## config.mk

```make
export PLATFORM = sky130hd
export DESIGN_NAME = boost_led_fault_protection
export DESIGN_NICKNAME = d
export VERILOG_FILES = /design/src/hw/boost_led_fault_pkg.sv /design/src/hw/boost_led_fault_protection.sv
export VERILOG_INCLUDE_DIRS = /design/src /design/src/hw
export SDC_FILE = /design/constraint.sdc
export NUM_CORES = 1
export LEC_CHECK = 0
export BUFFER_PORTS_ARGS = -buffer_cell sky130_fd_sc_hd__buf_2
export CAP_MARGIN = 20
export CORE_MARGIN = 2
export CORE_UTILIZATION = 45
export CTS_CLUSTER_DIAMETER = 80
export CTS_CLUSTER_SIZE = 40
export DETAILED_ROUTE_END_ITERATION = 8
export GPL_TIMING_DRIVEN = 0
export HOLD_SLACK_MARGIN = 0.03
export PLACE_DENSITY_LB_ADDON = 0.12
export RECOVER_POWER = 100
export SYNTH_ARGS = -nofsm -noshare
export SYNTH_HDL_FRONTEND = slang
export SYNTH_SLANG_ARGS = --single-unit
```

## constraint.sdc

```tcl
create_clock -name clk_i -period 2.5 [get_ports clk_i]
set_clock_uncertainty 0.2 [all_clocks]
set_input_delay 0.5 -clock clk_i [delete_from_list [all_inputs] [get_ports clk_i]]
set_output_delay 0.5 -clock clk_i [all_outputs]
set_load 0.05 [all_outputs]
```

## src/hw/boost_led_fault_params.svh

```systemverilog
// Constants for the boost LED fault supervisor: timing counts and limits.
// Assumes a 50 MHz system clock; oscillator ticks arrive as a same-domain strobe.
`ifndef BOOST_LED_FAULT_PARAMS_SVH
`define BOOST_LED_FAULT_PARAMS_SVH
`define CLK_PERIOD_NS        20
`define SYNC_LOW_MIN_NS      7000
`define SYNC_LOW_CYCLES      ((`SYNC_LOW_MIN_NS + `CLK_PERIOD_NS - 1) / `CLK_PERIOD_NS)
`define UV_DEGLITCH_NS       50000
`define UV_DEGLITCH_CYCLES   ((`UV_DEGLITCH_NS + `CLK_PERIOD_NS - 1) / `CLK_PERIOD_NS)
`define TRIP2X_MAX_NS        3000
`define TRIP2X_MAX_CYCLES    (`TRIP2X_MAX_NS / `CLK_PERIOD_NS)
`define CC_TIMER_OSC_CYCLES  10000
`define SHUTDOWN_LOW_OSC     32750
`define STRING_COUNT         4
`endif

```

## src/hw/boost_led_fault_pkg.sv

```systemverilog
// Types shared by the boost LED fault supervisor.
// Assumes the params header is compiled alongside.
package boost_led_fault_pkg;
  typedef struct packed {
    logic ovp_trip;        // Output overvoltage comparator
    logic sw_ovp;          // Switch node above safe level
    logic ilim1;           // Cycle-by-cycle switch limit
    logic ilim2;           // Secondary switch limit
    logic in_1x;           // Input current above 1x
    logic in_2x;           // Input current above 2x
    logic uv_rise_ok;      // Supply and sense above rising threshold
    logic uv_fall;         // Supply below falling threshold
    logic uv_hard;         // Supply below hard shutdown level
  } sense_t;
  typedef struct packed {
    logic boost_en;
    logic disc_on;
    logic cc_mode;
    logic fault_n;
  } drive_t;
  typedef enum logic [4:0] {
    ST_OFF    = 5'h01,
    ST_DETECT = 5'h02,
    ST_RUN    = 5'h04,
    ST_LATCH  = 5'h08,
    ST_STOP   = 5'h10
  } state_t;
endpackage

```

## src/hw/boost_led_fault_protection.sv

```systemverilog
// Fault supervisor for a boost LED driver: OVERVOLTAGE_SENSE_PIN, switch limits, input disconnect,
// undervoltage lockout and long-low shutdown. Analog comparators arrive asynchronous;
// osc_tick_i is a same-domain strobe, one per switching cycle.
// Overview of operation
// - Output overvoltage inhibits switching while tripped
// - Switching resumes once overvoltage comparator releases
// - Open string causing overvoltage is dropped
// - Switch node overvoltage shuts down and latches
// - Latched fault cleared only by full shutdown
// - String detection precedes boost enable at start
// - Cycle-by-cycle limit ends on-time this cycle
// - Secondary switch limit shuts down immediately
// - 1x input current flags fault, timed regulation
// - 1x condition gone early clears fault flag
// - Sync pin low over 7 us forces shutdown
// - 2x input current latches shutdown within 3 us
// - Enable only after supply and sense rise
// - Disable after supply low over 50 us
// - Long enable low enters shutdown, clears state
// - Shutdown keeps sinks off until enable high
// - Long-low shutdown clears latched faults
`timescale 1ns/1ps
`include "boost_led_fault_params.svh"
`default_nettype none
module boost_led_fault_protection #(
  parameter int CC_CYCLES   = `CC_TIMER_OSC_CYCLES,
  parameter int SHDN_CYCLES = `SHUTDOWN_LOW_OSC,
  parameter int UV_CYCLES   = `UV_DEGLITCH_CYCLES,
  parameter int STRINGS     = `STRING_COUNT
) (
  input  wire logic                       clk_i,
  input  wire logic                       arst_n_i,
  input  wire logic                       clk_en_i,
  input  wire logic                       osc_tick_i,
  input  wire boost_led_fault_pkg::sense_t sense_i,
  input  wire logic [STRINGS-1:0]         string_open_i,
  input  wire logic                       dim_en_i,
  input  wire logic                       freq_set_sync_pin_i,
  output logic                            boost_gate_o,
  output logic                            disc_on_o,
  output logic                            disc_cc_mode_o,
  output logic [STRINGS-1:0]              sink_en_o,
  output logic                            fault_n_o
);
  import boost_led_fault_pkg::*;

  // Refuse counts that the 16-bit saturating timers cannot hold
  if (STRINGS < 1 || CC_CYCLES < 2 || SHDN_CYCLES < 2 || UV_CYCLES < 2
      || CC_CYCLES > 32'h0000FFFE || SHDN_CYCLES > 32'h0000FFFE || UV_CYCLES > 32'h0000FFFE)
  begin : g_bad_params
    $error("Timer or string count out of range");
  end

  localparam int SYNC_CYC = `SYNC_LOW_CYCLES;

  // Two-stage synchronisers for all asynchronous inputs
  localparam int NS = 9 + STRINGS + 2;
  logic [NS-1:0] s1_q, s2_q;
  always_ff @(posedge clk_i or negedge arst_n_i)
  begin
    if (!arst_n_i)
    begin
      s1_q <= '0;
      s2_q <= '0;
    end
    else if (clk_en_i)
    begin
      s1_q <= {sense_i, string_open_i, dim_en_i, freq_set_sync_pin_i};
      s2_q <= s1_q;
    end
  end
  sense_t             sn;
  logic [STRINGS-1:0] open_s;
  logic               en_s, sync_s;
  assign {sn, open_s, en_s, sync_s} = s2_q;

  // Saturating counter step
  function automatic logic [15:0] step(input logic [15:0] c, input logic run,
                                       input logic inc, input logic [15:0] lim);
    step = !run ? 16'h0000 : ((inc && c < lim) ? c + 16'h0001 : c);
  endfunction

  state_t             st_q, st_d;
  logic [15:0]        cc_q, cc_d, lo_q, lo_d, uv_q, uv_d, sy_q, sy_d;
  logic [STRINGS-1:0] drop_q, drop_d;
  logic               latch_q, latch_d, pwr_q, pwr_d;
  logic               gate_q, gate_d, disc_q, disc_d, ccm_q, ccm_d, flt_q, flt_d;
  logic [STRINGS-1:0] sink_q, sink_d;
  logic               long_low, sync_kill, hard_fault, shdn;

  // Next state of supervisor and timers
  always_comb
  begin
    cc_d = step(cc_q, sn.in_1x && !sn.in_2x, osc_tick_i, 16'(CC_CYCLES));
    lo_d = step(lo_q, !en_s, osc_tick_i, 16'(SHDN_CYCLES));
    uv_d = step(uv_q, sn.uv_fall, 1'b1, 16'(UV_CYCLES));
    sy_d = step(sy_q, !sync_s, 1'b1, 16'(SYNC_CYC));
    long_low  = lo_q >= 16'(SHDN_CYCLES);
    sync_kill = sy_q >= 16'(SYNC_CYC);
    hard_fault = sn.sw_ovp || sn.ilim2 || sn.in_2x
               || (cc_q >= 16'(CC_CYCLES));
    // Power good: rise on both inputs, fall only after deglitch or hard drop
    pwr_d = pwr_q;
    if (!pwr_q && sn.uv_rise_ok)
      pwr_d = 1'b1;
    if (sn.uv_hard || uv_q >= 16'(UV_CYCLES))
      pwr_d = 1'b0;
    shdn = !pwr_q || long_low;
    latch_d = shdn ? 1'b0 : (latch_q || (st_q != ST_OFF && st_q != ST_DETECT
                                          && hard_fault));
    drop_d = drop_q;
    st_d   = st_q;
    unique case (st_q)
      ST_OFF:
        if (pwr_q && en_s && !sync_kill)
          st_d = ST_DETECT;
      ST_DETECT:
      begin
        drop_d = open_s;
        if (sync_kill)
          st_d = ST_STOP;
        else
          st_d = ST_RUN;
      end
      ST_RUN:
        if (latch_d)
          st_d = ST_LATCH;
        else if (sync_kill)
          st_d = ST_STOP;
        else if (sn.ovp_trip)
          drop_d = drop_q | open_s;
      ST_LATCH, ST_STOP:
        if (!sync_kill && st_q == ST_STOP && en_s)
          st_d = ST_RUN;
      default:
        st_d = ST_OFF;
    endcase
    if (shdn)
    begin
      st_d   = ST_OFF;
      drop_d = '0;
    end
    // Outputs
    gate_d = st_d == ST_RUN && en_s && !sn.ovp_trip && !sn.ilim1;
    disc_d = st_d == ST_RUN || st_d == ST_DETECT;
    ccm_d  = disc_d && sn.in_1x && !sn.in_2x;
    sink_d = (st_d == ST_RUN && en_s) ? ~drop_d : '0;
    flt_d  = !(latch_d || (disc_d && sn.in_1x));
  end

  // Register all state
  always_ff @(posedge clk_i or negedge arst_n_i)
  begin
    if (!arst_n_i)
    begin
      st_q    <= ST_OFF;
      cc_q    <= 16'h0000;
      lo_q    <= 16'h0000;
      uv_q    <= 16'h0000;
      sy_q    <= 16'h0000;
      drop_q  <= '0;
      latch_q <= 1'b0;
      pwr_q   <= 1'b0;
      gate_q  <= 1'b0;
      disc_q  <= 1'b0;
      ccm_q   <= 1'b0;
      sink_q  <= '0;
      flt_q   <= 1'b1;
    end
    else if (clk_en_i)
    begin
      st_q    <= st_d;
      cc_q    <= cc_d;
      lo_q    <= lo_d;
      uv_q    <= uv_d;
      sy_q    <= sy_d;
      drop_q  <= drop_d;
      latch_q <= latch_d;
      pwr_q   <= pwr_d;
      gate_q  <= gate_d;
      disc_q  <= disc_d;
      ccm_q   <= ccm_d;
      sink_q  <= sink_d;
      flt_q   <= flt_d;
    end
  end

  assign boost_gate_o   = gate_q;
  assign disc_on_o      = disc_q;
  assign disc_cc_mode_o = ccm_q;
  assign sink_en_o      = sink_q;
  assign fault_n_o      = flt_q;
endmodule
`default_nettype wire

```

Yosys cells after proc, flatten, opt, wreduce, memory -nomap -nowiden
Cells that the tools add are included.
{"block": "word_totals", "regBits": 113}
{"block": "classes", "n_lt_le_gt_ge": 8, "bitwise": 2, "n_reduce_logical": 38, "add_sub_neg": 4, "muxes": 24, "n_eq_ne": 11}
{"op": "$mux 16", "n": 8}
{"op": "$add 16x1->16 const B", "n": 4}
{"op": "$mux 5", "n": 6}
{"op": "$mux 4", "n": 5}
{"op": "$pmux 5 s4", "n": 1}
{"op": "$ge 16x12->1 const B", "n": 1}
{"op": "$ge 16x14->1 const B", "n": 1}
{"op": "$ge 16x15->1 const B", "n": 1}
{"op": "$ge 16x9->1 const B", "n": 1}
{"op": "$lt 16x12->1 const B", "n": 1}
{"op": "$lt 16x14->1 const B", "n": 1}
{"op": "$lt 16x15->1 const B", "n": 1}
{"op": "$lt 16x9->1 const B", "n": 1}
{"op": "$logic_and 1x1->1", "n": 15}
{"op": "$eq 5x2->1 const B", "n": 2}
{"op": "$eq 5x3->1 const B", "n": 2}
{"op": "$reduce_and 2->1", "n": 5}
{"op": "$logic_or 1x1->1", "n": 8}
{"op": "$pmux 4 s2", "n": 1}
{"op": "$logic_not 1->1", "n": 6}
{"op": "$reduce_bool 2->1", "n": 3}
{"op": "$eq 5x1->1 const B", "n": 1}
{"op": "$eq 5x4->1 const B", "n": 1}
{"op": "$eq 5x5->1 const B", "n": 1}
{"op": "other kinds (7)", "n": 10}

Logic depth before layout (Yosys ltp)
Gate-level depths: netlist of run 1.
{"block": "depth", "word_depth": 14, "depth_mapped": 10, "ltp_nobuf": 9}

Worst setup path after synthesis of run 1
Ideal clock, no wire load.
{"block": "synth_timing", "path_type": "reg-to-reg", "start": "reg st_q[4]", "end": "reg sink_q[0] (netlist: sink_en_o[0])", "path_slack_ns": -0.033, "required_ns": 2.222, "path_stages_with_launch": 9, "arrival_ns": 2.255, "synth_period_minus_slack_ns": 2.533, "cell_sequence": "dfrtp_1 buf_6 or3_4 a21o_1 o21bai_1 or3b_1 buf_6 or4_4 o2bb2ai_1"}
{"block": "synth_via", "elab_chain_cells": 11, "word_cells_on_any_way": 27}
{"item": "start: declaration", "line": "boost_led_fault_protection.sv:83", "rtl": "state_t st_q, st_d;"}
{"item": "start signal: assignment", "line": "boost_led_fault_protection.sv:172", "rtl": "st_q <= st_d;"}
{"item": "$ne 5x1->1 or $ne 5x2->1 (tied branches)", "line": "boost_led_fault_protection.sv:109", "rtl": "latch_d = shdn ? 1'b0 : (latch_q || (st_q != ST_OFF && st_q != ST_DETECT"}
{"item": "$logic_and 1x1->1", "line": "boost_led_fault_protection.sv:109"}
{"item": "$logic_and 1x1->1", "line": "boost_led_fault_protection.sv:110", "rtl": "&& hard_fault));"}
{"item": "$logic_or 1x1->1", "line": "boost_led_fault_protection.sv:109"}
{"item": "$mux 1", "line": "boost_led_fault_protection.sv:109"}
{"item": "$mux 5", "line": "boost_led_fault_protection.sv:126", "rtl": "if (latch_d)"}
{"item": "$pmux 5 s4", "line": "boost_led_fault_protection.sv:113", "rtl": "unique case (st_q)"}
{"item": "$mux 5", "line": "boost_led_fault_protection.sv:138", "rtl": "if (shdn)"}
{"item": "$eq 5x3->1", "line": "boost_led_fault_protection.sv:147", "rtl": "sink_d = (st_d == ST_RUN && en_s) ? ~drop_d : '0;"}
{"item": "$logic_and 1x1->1", "line": "boost_led_fault_protection.sv:147"}
{"item": "$mux 4 (*)", "line": "boost_led_fault_protection.sv:147"}
{"item": "end signal: assignment", "line": "boost_led_fault_protection.sv:183", "rtl": "sink_q <= sink_d;"}
{"item": "end: declaration", "line": "boost_led_fault_protection.sv:88", "rtl": "logic [STRINGS-1:0] sink_q, sink_d;"}
Mark *: on every way between the ends. The rest lies on a longest branch, timed or not.
A chain may end at the register's enable or synchronous reset.

Worst setup path in the final report of run 1
{"block": "layout_timing", "start": "reg s2_q[9]", "end": "reg sink_q[3] (netlist: sink_en_o[3])"}
{"block": "layout_via", "elab_chain_cells": 11, "word_cells_on_any_way": 15}
{"item": "start: declaration", "line": "boost_led_fault_protection.sv:58", "rtl": "logic [NS-1:0] s1_q, s2_q;"}
{"item": "start signal: assignment", "line": "boost_led_fault_protection.sv:69", "rtl": "s2_q <= s1_q;"}
{"item": "$logic_or 1x1->1 (*)", "line": "boost_led_fault_protection.sv:100", "rtl": "hard_fault = sn.sw_ovp || sn.ilim2 || sn.in_2x"}
{"item": "$logic_or 1x1->1 (*)", "line": "boost_led_fault_protection.sv:101", "rtl": "|| (cc_q >= 16'(CC_CYCLES));"}
{"item": "$logic_and 1x1->1 (*)", "line": "boost_led_fault_protection.sv:110"}
{"item": "$logic_or 1x1->1 (*)", "line": "boost_led_fault_protection.sv:109"}
{"item": "$mux 1 (*)", "line": "boost_led_fault_protection.sv:109"}
{"item": "$mux 5", "line": "boost_led_fault_protection.sv:126"}
{"item": "$pmux 5 s4", "line": "boost_led_fault_protection.sv:113"}
{"item": "$mux 5", "line": "boost_led_fault_protection.sv:138"}
{"item": "$eq 5x3->1", "line": "boost_led_fault_protection.sv:147"}
{"item": "$logic_and 1x1->1", "line": "boost_led_fault_protection.sv:147"}
{"item": "$mux 4 (*)", "line": "boost_led_fault_protection.sv:147"}
Marked as above.

==> impl_metrics.json, run 1 <==
{
  "rows": 40,
  "die_x_um": 114,
  "grt_overflow": 0,
  "violations": "setup timing",
  "core_sq_mm": 0.0119,
  "dr.pass1.iters": 4,
  "p_sw_mw": 1.25,
  "nets": 610,
  "critPathArrivalTime_ns": 2.75,
  "setup_viol": 10,
  "synthArstFlopShare": 1.00,
  "crit_chain": "or4_4 > a311oi_4 > o31ai_2 > a21boi_1 > or4_4 > o2bb2ai_2",
  "yosysUniqueCellTypes": 58,
  "cts_max_level": 4,
  "critPathMostFrequentCell": "or4_4",
  "cp_slowest_cell": "or4_4",
  "required_ns": 2.65,
  "layout-drive-gt1-share": 0.222,
  "synthToLayoutAreaGrowth_pct": 21.7,
  "power_density_mw_per_mm2": 749,
  "crit_family": "simple AND/OR/NAND/NOR gates",
  "synthCells": 528,
  "synth_edf_count": 0,
  "fillers": 1040,
  "grt_pass1_vias": 4201,
  "via_per_inst": 5.64,
  "antenna_left": 0,
  "ys_seq_elements": 113,
  "ys_seq_area_frac": 0.521,
  "cts_sinks": 113,
  "avgSynthCellArea_sq_um": 10.3,
  "status": "finished, violations left",
  "p_int_mw": 3.71,
  "cts-root-buf": "clkbuf_16",
  "syn-cell-area_sq_mm": 0.00543,
  "rsz0062_at_grt": "yes",
  "setup_tns_ns": -0.690,
  "relSlewSlack": 0.281,
  "pwr-share-clk": 0.469,
  "syn_nets": 555,
  "drtIter0Drc": 310,
  "sw_frac_of_total": 0.252,
  "num_antenna_cells": 0,
  "crit_buf_inv": 0,
  "grt_pass1_wl_mm": 20.6,
  "drc": 0,
  "clk_pin_slew_worst_paths_ns": 0.05,
  "cp-start-kind": "register",
  "hold_path_class": "in2reg",
  "finalPower_mw": 4.96,
  "period_share": 1.04,
  "power_frac_comb": 0.112,
  "place_congestion": 0.843,
  "fin_ws_ns": -0.101,
  "clk_latency_ns": 0.42,
  "grt_max_degree": 72,
  "synthFlopType": "dfrtp_1",
  "p_seq_frac": 0.419,
  "die_area_sq_mm": 0.0130,
  "hold_viol": 0,
  "cp_max_fo": 4,
  "portBuffers": 26,
  "wl_mm": 12.1,
  "avgRoutedWirePerCell_um": 16.3,
  "period_minus_slack_ns": 2.60,
  "regToRegSetupSlack_ns": -0.10,
  "critical_path_class": "reg2reg",
  "routed-via-count": 4186,
  "max-clock-path-buffers": 2,
  "max_cap_violations": 0,
  "start_util": 0.456,
  "cts_tree": "built",
  "crit_path_end_kind": "register",
  "cts-buffers-inserted": 17,
  "track_usage": 0.205,
  "dpl.hpwl_mm": 7.91,
  "antenna_found_initial": 0,
  "yosys_warnings": 0,
  "worstMarginPinSlew_ns": 1.08,
  "pin_count": 27,
  "vdd_drop_max_v": 0.000497,
  "slowest_delay_ns": 0.56,
  "fmax_mhz": 384,
  "die_h_um": 114,
  "drv_slew": 0,
  "p_leak_nw": 2.91
}
## sequential cells by signal, indices dropped and copies added (netlist names), 4 cells and up
| signal | cells |
|---|---|
| sink_en_o | 4 |
| uv_q | 16 |
| lo_q | 16 |
| sy_q | 16 |
| s2_q | 15 |
| st_q | 5 |
| s1_q | 15 |
| drop_q | 4 |
| cc_q | 16 |
## power groups by stage
stage                     registers [mW]  clock network [mW]  logic [mW]
after CTS                           2.07                2.37       0.540
after floorplan                     2.09                   0       0.318
after global routing                2.10                2.46       0.623
after global placement              2.11                   0       0.463
after detailed placement            2.11                   0       0.481
final                               2.08                2.32       0.555
## stage by stage
stage          setup slack [ns]  hold slack (ns)  cells  instance area [sq um]   util
4_1_cts                  -0.118           0.0973    739                   6560  0.551
2_1_floorplan            0.0215          0.00441    528                   5430      -
3_3_place_gp             -0.813            0.266    701                   5750  0.482
5_1_grt                  -0.203            0.104    742                   6610  0.555
3_5_place_dp             -0.821            0.252    702                   5780  0.485
6_report                 -0.101            0.112    742                   6610  0.555
## cell usage after synthesis, drive strengths merged (5+ instances only)
| cell | number | share of area |
|---|---|---|
| ha | 8 | 0.018 |
| mux2 | 29 | 0.060 |
| xnor2 | 8 | 0.013 |
| nor3 | 12 | 0.012 |
| nand2 | 40 | 0.028 |
| inv | 19 | 0.013 |
| nor4 | 7 | 0.0081 |
| clkbuf | 10 | 0.0069 |
| and3 | 11 | 0.013 |
| xor2 | 24 | 0.039 |
| buf | 7 | 0.0078 |
| o21ai | 30 | 0.028 |
| dfrtp | 111 | 0.51 |
| or3 | 10 | 0.012 |
| nand4 | 11 | 0.013 |
| and2 | 8 | 0.0092 |
| o2bb2ai | 5 | 0.0081 |
| nor2 | 64 | 0.044 |
| o21a | 6 | 0.0083 |
| o31ai | 7 | 0.0097 |
| nand3 | 17 | 0.016 |
| a31oi | 7 | 0.0081 |
| a21oi | 15 | 0.014 |
| nor2b | 7 | 0.0081 |
## path summary, 6_finish.rpt
check | to | cells after the start | startpoint
setup / recovery | sink_en_o[3]$_DFFE_PN0P_ | 6 | s2_q[9]$_DFFE_PN0P_
hold / removal | s1_q[9]$_DFFE_PN0P_ | 2 | sense_i[3]
setup reg to reg | sink_en_o[3]$_DFFE_PN0P_ | 6 | s2_q[9]$_DFFE_PN0P_
hold reg to reg | sy_q[13]$_DFFE_PN0P_ | 1 | sy_q[13]$_DFFE_PN0P_
max in group asynchronous | uv_q[5]$_DFFE_PN0P_ | 3 | arst_n_i
min in group asynchronous | lo_q[9]$_DFFE_PN0P_ | 2 | arst_n_i
## placed cells by master, fill, tap and decap left out, types with 5 or more instances in the layout
master,synthesis,layout
dfrtp_1,111,111
nor2_1,64,60
nand2_1,40,40
mux2_2,29,29
o21ai_0,28,26
clkbuf_1,10,25
xor2_1,24,24
inv_1,19,19
buf_2,1,18
nand3_1,17,17
clkbuf_16,0,17
a21oi_1,15,15
nand4_1,11,11
and3_1,11,11
or3_1,9,9
nor3_1,11,8
xnor2_1,8,8
ha_1,8,8
nor2b_1,7,7
a31oi_1,7,7
buf_4,0,7
o21a_1,6,6
and2_0,0,5
## layer usage
layer  track usage  vias up  share of wire
met5             0        -              0
met4        0.0886        0          0.017
met3        0.0606       17          0.042
met2         0.308       84           0.47
met1         0.276     2082           0.47
li1              -     2003              -
## cells by family after synthesis
family / share of synthesized area
mux: 0.0620
xor+xnor: 0.0516
fa+ha+maj: 0.0184
simple gates: 0.183
buf+inv: 0.0279
compound gates: 0.136
flops: 0.521
## area by class of cell
| cell class | count | area (sq um) | share of cell area |
|---|---|---|---|
| clock inverter | 6 | 80.1 | 0.0121 |
| buffer | 14 | 61.3 | 0.00927 |
| timing repair buffer | 39 | 224 | 0.0339 |
| clock buffer | 25 | 485 | 0.0734 |
| tap | 147 | 184 | 0.0278 |
| multi-input combinational | 379 | 2680 | 0.405 |
| inverter | 19 | 71.3 | 0.0108 |
| sequential | 113 | 2830 | 0.428 |
## what timing repair did
| action | in CTS | in global routing |
|---|---|---|
| gates cloned | 1 | 0 |
| setup endpoints to repair | 36 | 35 |
| hold endpoints to repair | 41 | 0 |
| resized for setup | 33 | 17 |
| buffers inserted | 6 | 5 |
| pin swaps | 8 | 9 |
| hold buffers | 1 | 0 |
(Power assumes the default switching activity.)
==> inputs of run 2 (changes only) <==
--- a/config.mk
+++ b/config.mk
@@ -16,7 +16,7 @@
 export GPL_TIMING_DRIVEN = 0
 export HOLD_SLACK_MARGIN = 0.03
 export PLACE_DENSITY_LB_ADDON = 0.12
-export RECOVER_POWER = 100
+export RECOVER_POWER = 50
 export SYNTH_ARGS = -nofsm -noshare
 export SYNTH_HDL_FRONTEND = slang
 export SYNTH_SLANG_ARGS = --single-unit
==> impl_metrics.json, run 2 (synthesis gave the netlist of run 1 again) <==
{
  "cts-buffers-inserted": 17,
  "crit_path_end_kind": "register",
  "grt_max_degree": 72,
  "crit_buf_inv": 0,
  "rows": 40,
  "dpl_worst_slack_ns": -0.821,
  "clk_pin_slew_worst_paths_ns": 0.05,
  "worstMarginPinSlew_ns": 1.08,
  "cp_max_fo": 4,
  "violations": "setup timing",
  "seq_area_sq_mm": 0.00283,
  "antenna_left": 0,
  "drv_slew": 0,
  "period_minus_slack_ns": 2.61,
  "grt_pass1_wl_mm": 20.6,
  "rsz0062_at_grt": "yes",
  "slowest_delay_ns": 0.56,
  "crit_chain": "or4_4 > a311oi_4 > o31ai_2 > a21boi_1 > or4_4 > o2bb2ai_2",
  "relSlewSlack": 0.280,
  "cp-start-kind": "register",
  "place_congestion": 0.843,
  "max_cap_violations": 0,
  "start_util": 0.456,
  "layout-drive-gt1-share": 0.240,
  "grt_overflow": 0,
  "setup_viol": 9,
  "cts_sinks": 113,
  "avgRoutedWirePerCell_um": 16.4,
  "hold_path_class": "in2reg",
  "fmax_mhz": 383,
  "pin_count": 27,
  "nets": 610,
  "synthToLayoutAreaGrowth_pct": 22.2,
  "grt_pass1_vias": 4201,
  "cts-root-buf": "clkbuf_16",
  "p_leak_nw": 2.95,
  "setup_tns_ns": -0.567,
  "dr.pass1.iters": 4,
  "vdd_drop_max_v": 0.000498,
  "antenna_found_initial": 0,
  "layout_common_cells": "dfrtp_1 (111), nor2_1 (60), nand2_1 (40)",
  "hold_viol": 0,
  "max-clock-path-buffers": 2,
  "cts_max_level": 4,
  "cts_tree": "built",
  "wl_met3_um": 513,
  "power_density_mw_per_mm2": 748,
  "drtIter0Drc": 335,
  "core_sq_mm": 0.0119,
  "fin_ws_ns": -0.112,
  "required_ns": 2.65,
  "wl_met2_mm": 5.71,
  "drc": 0,
  "track_usage": 0.205,
  "multi_input_area_sq_mm": 0.00269,
  "critical_path_class": "reg2reg",
  "top_layer_used": "met4",
  "critPathMostFrequentCell": "or4_4",
  "num_antenna_cells": 0,
  "cp_slowest_cell": "or4_4",
  "wl_mm": 12.2,
  "fillers": 1031,
  "mostFrequentLayoutCell": "dfrtp_1",
  "routed-via-count": 4168,
  "clk_latency_ns": 0.42,
  "crit_family": "simple AND/OR/NAND/NOR gates",
  "critPathArrivalTime_ns": 2.76,
  "dpl.hpwl_mm": 7.91,
  "die_h_um": 114,
  "period_share": 1.04,
  "wl_met1_mm": 5.77,
  "status": "finished, violations left",
  "die_x_um": 114,
  "postLayoutCoreUtil": 0.557,
  "die_area_sq_mm": 0.0130,
  "portBuffers": 26,
  "via_per_inst": 5.62
}
==> run 2: where the power goes <==
group / switching [mW] / internal [mW] / total (mW)
clock network: 0.797 / 1.53 / 2.33
registers: 0.122 / 1.96 / 2.08
logic: 0.334 / 0.226 / 0.561
total: 1.25 / 3.71 / 4.96
==> run 2: final cells by class <==
class / instances / share of cell area
tap: 147 / 0.0277
multi-input combinational: 379 / 0.405
sequential: 113 / 0.426
inverter: 19 / 0.0107
buffer: 14 / 0.00924
clock inverter: 6 / 0.0121
clock buffer: 25 / 0.0731
timing repair buffer: 39 / 0.0354
==> run 2: what timing repair did <==
item | 4_1_cts | 5_1_grt
setup endpoints to repair | 36 | 35
gates cloned | 1 | 0
resized for setup | 33 | 17
pin swaps | 8 | 9
hold buffers | 1 | 0
hold endpoints to repair | 41 | 0
buffers inserted | 6 | 5
==> run 2: final timing paths <==
kind | from | endpoint | slack, ns | depth (start not counted)
min | string_open_i[0] | s1_q[2]$_DFFE_PN0P_ | 0.11 | 2
max reg2reg | s2_q[9]$_DFFE_PN0P_ | sink_en_o[3]$_DFFE_PN0P_ | -0.11 | 6
max in group asynchronous | arst_n_i | s1_q[13]$_DFFE_PN0P_ | 0.29 | 3
min in group asynchronous | arst_n_i | lo_q[9]$_DFFE_PN0P_ | 0.60 | 2
max | s2_q[9]$_DFFE_PN0P_ | sink_en_o[3]$_DFFE_PN0P_ | -0.11 | 6
min reg2reg | sy_q[14]$_DFFE_PN0P_ | sy_q[14]$_DFFE_PN0P_ | 0.28 | 1
==> run 2: layer usage <==
layer / up-vias / GRT usage
li1: 2007 / -
met1: 2054 / 0.276
met2: 93 / 0.308
met3: 14 / 0.0606
met4: 0 / 0.0886
met5: - / 0
==> run 2: per-stage QoR <==
step	cells	instance area, sq um	hold WS [ns]	total power, mW
final	742	6640	0.112	4.96
after CTS	739	6560	0.0973	4.98
after floorplan	528	5430	0.00441	2.41
after global routing	742	6640	0.104	5.19
after global placement	701	5750	0.266	2.57
after detailed placement	702	5780	0.252	2.59
==> inputs of run 3 (changes only) <==
--- a/config.mk
+++ b/config.mk
@@ -6,7 +6,7 @@
 export SDC_FILE = /design/constraint.sdc
 export NUM_CORES = 1
 export LEC_CHECK = 0
-export BUFFER_PORTS_ARGS = -buffer_cell sky130_fd_sc_hd__buf_2
+export BUFFER_PORTS_ARGS = -buffer_cell sky130_fd_sc_hd__buf_4
 export CAP_MARGIN = 20
 export CORE_MARGIN = 2
 export CORE_UTILIZATION = 45
@@ -20,3 +20,4 @@
 export SYNTH_ARGS = -nofsm -noshare
 export SYNTH_HDL_FRONTEND = slang
 export SYNTH_SLANG_ARGS = --single-unit
+export TNS_END_PERCENT = 30
==> impl_metrics.json, run 3 (synthesis gave the netlist of run 1 again) <==
{
  "via_per_inst": 5.55,
  "grt_pass1_wl_mm": 20.3,
  "cts_max_level": 4,
  "pin_count": 27,
  "place_congestion": 0.837,
  "dpl.hpwl_mm": 7.87,
  "p_leak_nw": 2.96,
  "portBuffers": 26,
  "cts-buffers-inserted": 17,
  "grt_max_degree": 61,
  "hold_viol": 0,
  "routed-via-count": 4120,
  "drv_slew": 0,
  "max-clock-path-buffers": 2,
  "crit_path_end_kind": "register",
  "die_area_sq_mm": 0.0130,
  "fillers": 1055,
  "antenna_left": 0,
  "postLayoutCoreUtil": 0.563,
  "cp_max_fo": 4,
  "rsz0062_at_grt": "yes",
  "dr.pass1.iters": 5,
  "cp-start-kind": "register",
  "antenna_found_initial": 0,
  "core_sq_mm": 0.0119,
  "vdd_drop_max_v": 0.000565,
  "layout_common_cells": "dfrtp_1 (110), nor2_1 (62), nand2_1 (39)",
  "setup_viol": 12,
  "die_h_um": 114,
  "required_ns": 2.64,
  "start_util": 0.456,
  "status": "finished, violations left",
  "hold_path_class": "in2reg",
  "setup_tns_ns": -0.850,
  "die_x_um": 114,
  "wl_mm": 12.2,
  "layout-drive-gt1-share": 0.227,
  "critPathArrivalTime_ns": 2.78,
  "clk_pin_slew_worst_paths_ns": 0.06,
  "dp.cells": 702,
  "power_density_mw_per_mm2": 749,
  "dpl_cell_area_sq_mm": 0.00584,
  "relSlewSlack": 0.101,
  "synthToLayoutAreaGrowth_pct": 23.5,
  "period_share": 1.06,
  "fin_ws_ns": -0.141,
  "period_minus_slack_ns": 2.64,
  "cts_tree": "built",
  "grt_pass1_vias": 4053,
  "avgRoutedWirePerCell_um": 16.4,
  "worstMarginPinSlew_ns": 1.35,
  "instances_no_fill": 743,
  "max_cap_violations": 0,
  "rows": 40,
  "mostFrequentLayoutCell": "dfrtp_1",
  "cts_sinks": 113,
  "regToRegSetupSlack_ns": -0.14,
  "final_cell_area_sq_mm": 0.00671,
  "fmax_mhz": 379,
  "clk_latency_ns": 0.42,
  "critical_path_class": "reg2reg",
  "track_usage": 0.202,
  "grt_overflow": 0,
  "cts-root-buf": "clkbuf_16",
  "drtIter0Drc": 383,
  "drc": 0,
  "num_antenna_cells": 0,
  "violations": "setup timing",
  "nets": 610
}
==> run 3: changes by cell type in the layout (fill, tap and decap cells not counted), sizes merged <==
cell,before,now
buf,43,35
clkbuf,34,38
clkinvlp,0,2
clkinv,4,7
==> run 3: timing repair <==
action / in CTS / in global routing
resized for setup: 26 / 20
endpoints found under the setup margin: 34 / 29
pin swaps: 6 / 16
setup buffers: 6 / 3
gates cloned: 0 / 0
endpoints found under the hold margin: 53 / 0
hold buffers: 1 / 0
==> run 3: where the power goes <==
group	internal [mW]	switching, mW
registers	1.95	0.120
logic	0.229	0.331
clock network	1.55	0.834
==> run 3: worst paths after layout <==
path,start,to,depth (start not counted)
max in group asynchronous,arst_n_i,fault_n_o$_DFFE_PN1P_,3
min reg2reg,s1_q[14]$_DFFE_PN0P_,s2_q[14]$_DFFE_PN0P_,2
min,sense_i[4],s1_q[10]$_DFFE_PN0P_,2
max,s2_q[9]$_DFFE_PN0P_,sink_en_o[3]$_DFFE_PN0P_,6
min in group asynchronous,arst_n_i,lo_q[14]$_DFFE_PN0P_,2
max reg2reg,s2_q[9]$_DFFE_PN0P_,sink_en_o[3]$_DFFE_PN0P_,6
==> run 3: area by class of cell <==
| class | instances | area [sq um] | area share |
|---|---|---|---|
| buffer | 16 | 76.3 | 0.0114 |
| clock buffer | 21 | 480 | 0.0716 |
| clock inverter | 11 | 110 | 0.0164 |
| inverter | 19 | 71.3 | 0.0106 |
| multi-input combinational | 379 | 2690 | 0.401 |
| sequential | 113 | 2830 | 0.422 |
| tap | 147 | 184 | 0.0274 |
| timing repair buffer | 37 | 267 | 0.0397 |
==> run 3: worst max-delay path, cell delays in order (launching register included) <==
cell and delay [ns]:
dfrtp_1 0.37, or4_4 0.55, a311oi_4 0.42, o31ai_4 0.13, a21boi_4 0.16, or4_4 0.56
o2bb2ai_4 0.16
==> run 3: layer usage <==
metal,up-vias,routed length (um),GRT usage
met1,2021,5840,0.277
li1,1989,-,-
met5,-,0,0
met2,100,5630,0.304
met4,0,126,0.0829
met3,10,555,0.0547
==> run 3: through the flow <==
stage | hold WS [ns] | power [mW] | setup WS, ns
floorplan | 0.00441 | 2.41 | 0.0215
global placement | 0.267 | 2.58 | -0.824
detailed placement | 0.273 | 2.60 | -0.792
CTS | 0.0970 | 5.05 | -0.113
global route | 0.0982 | 5.23 | -0.200
finish | 0.109 | 5.02 | -0.141
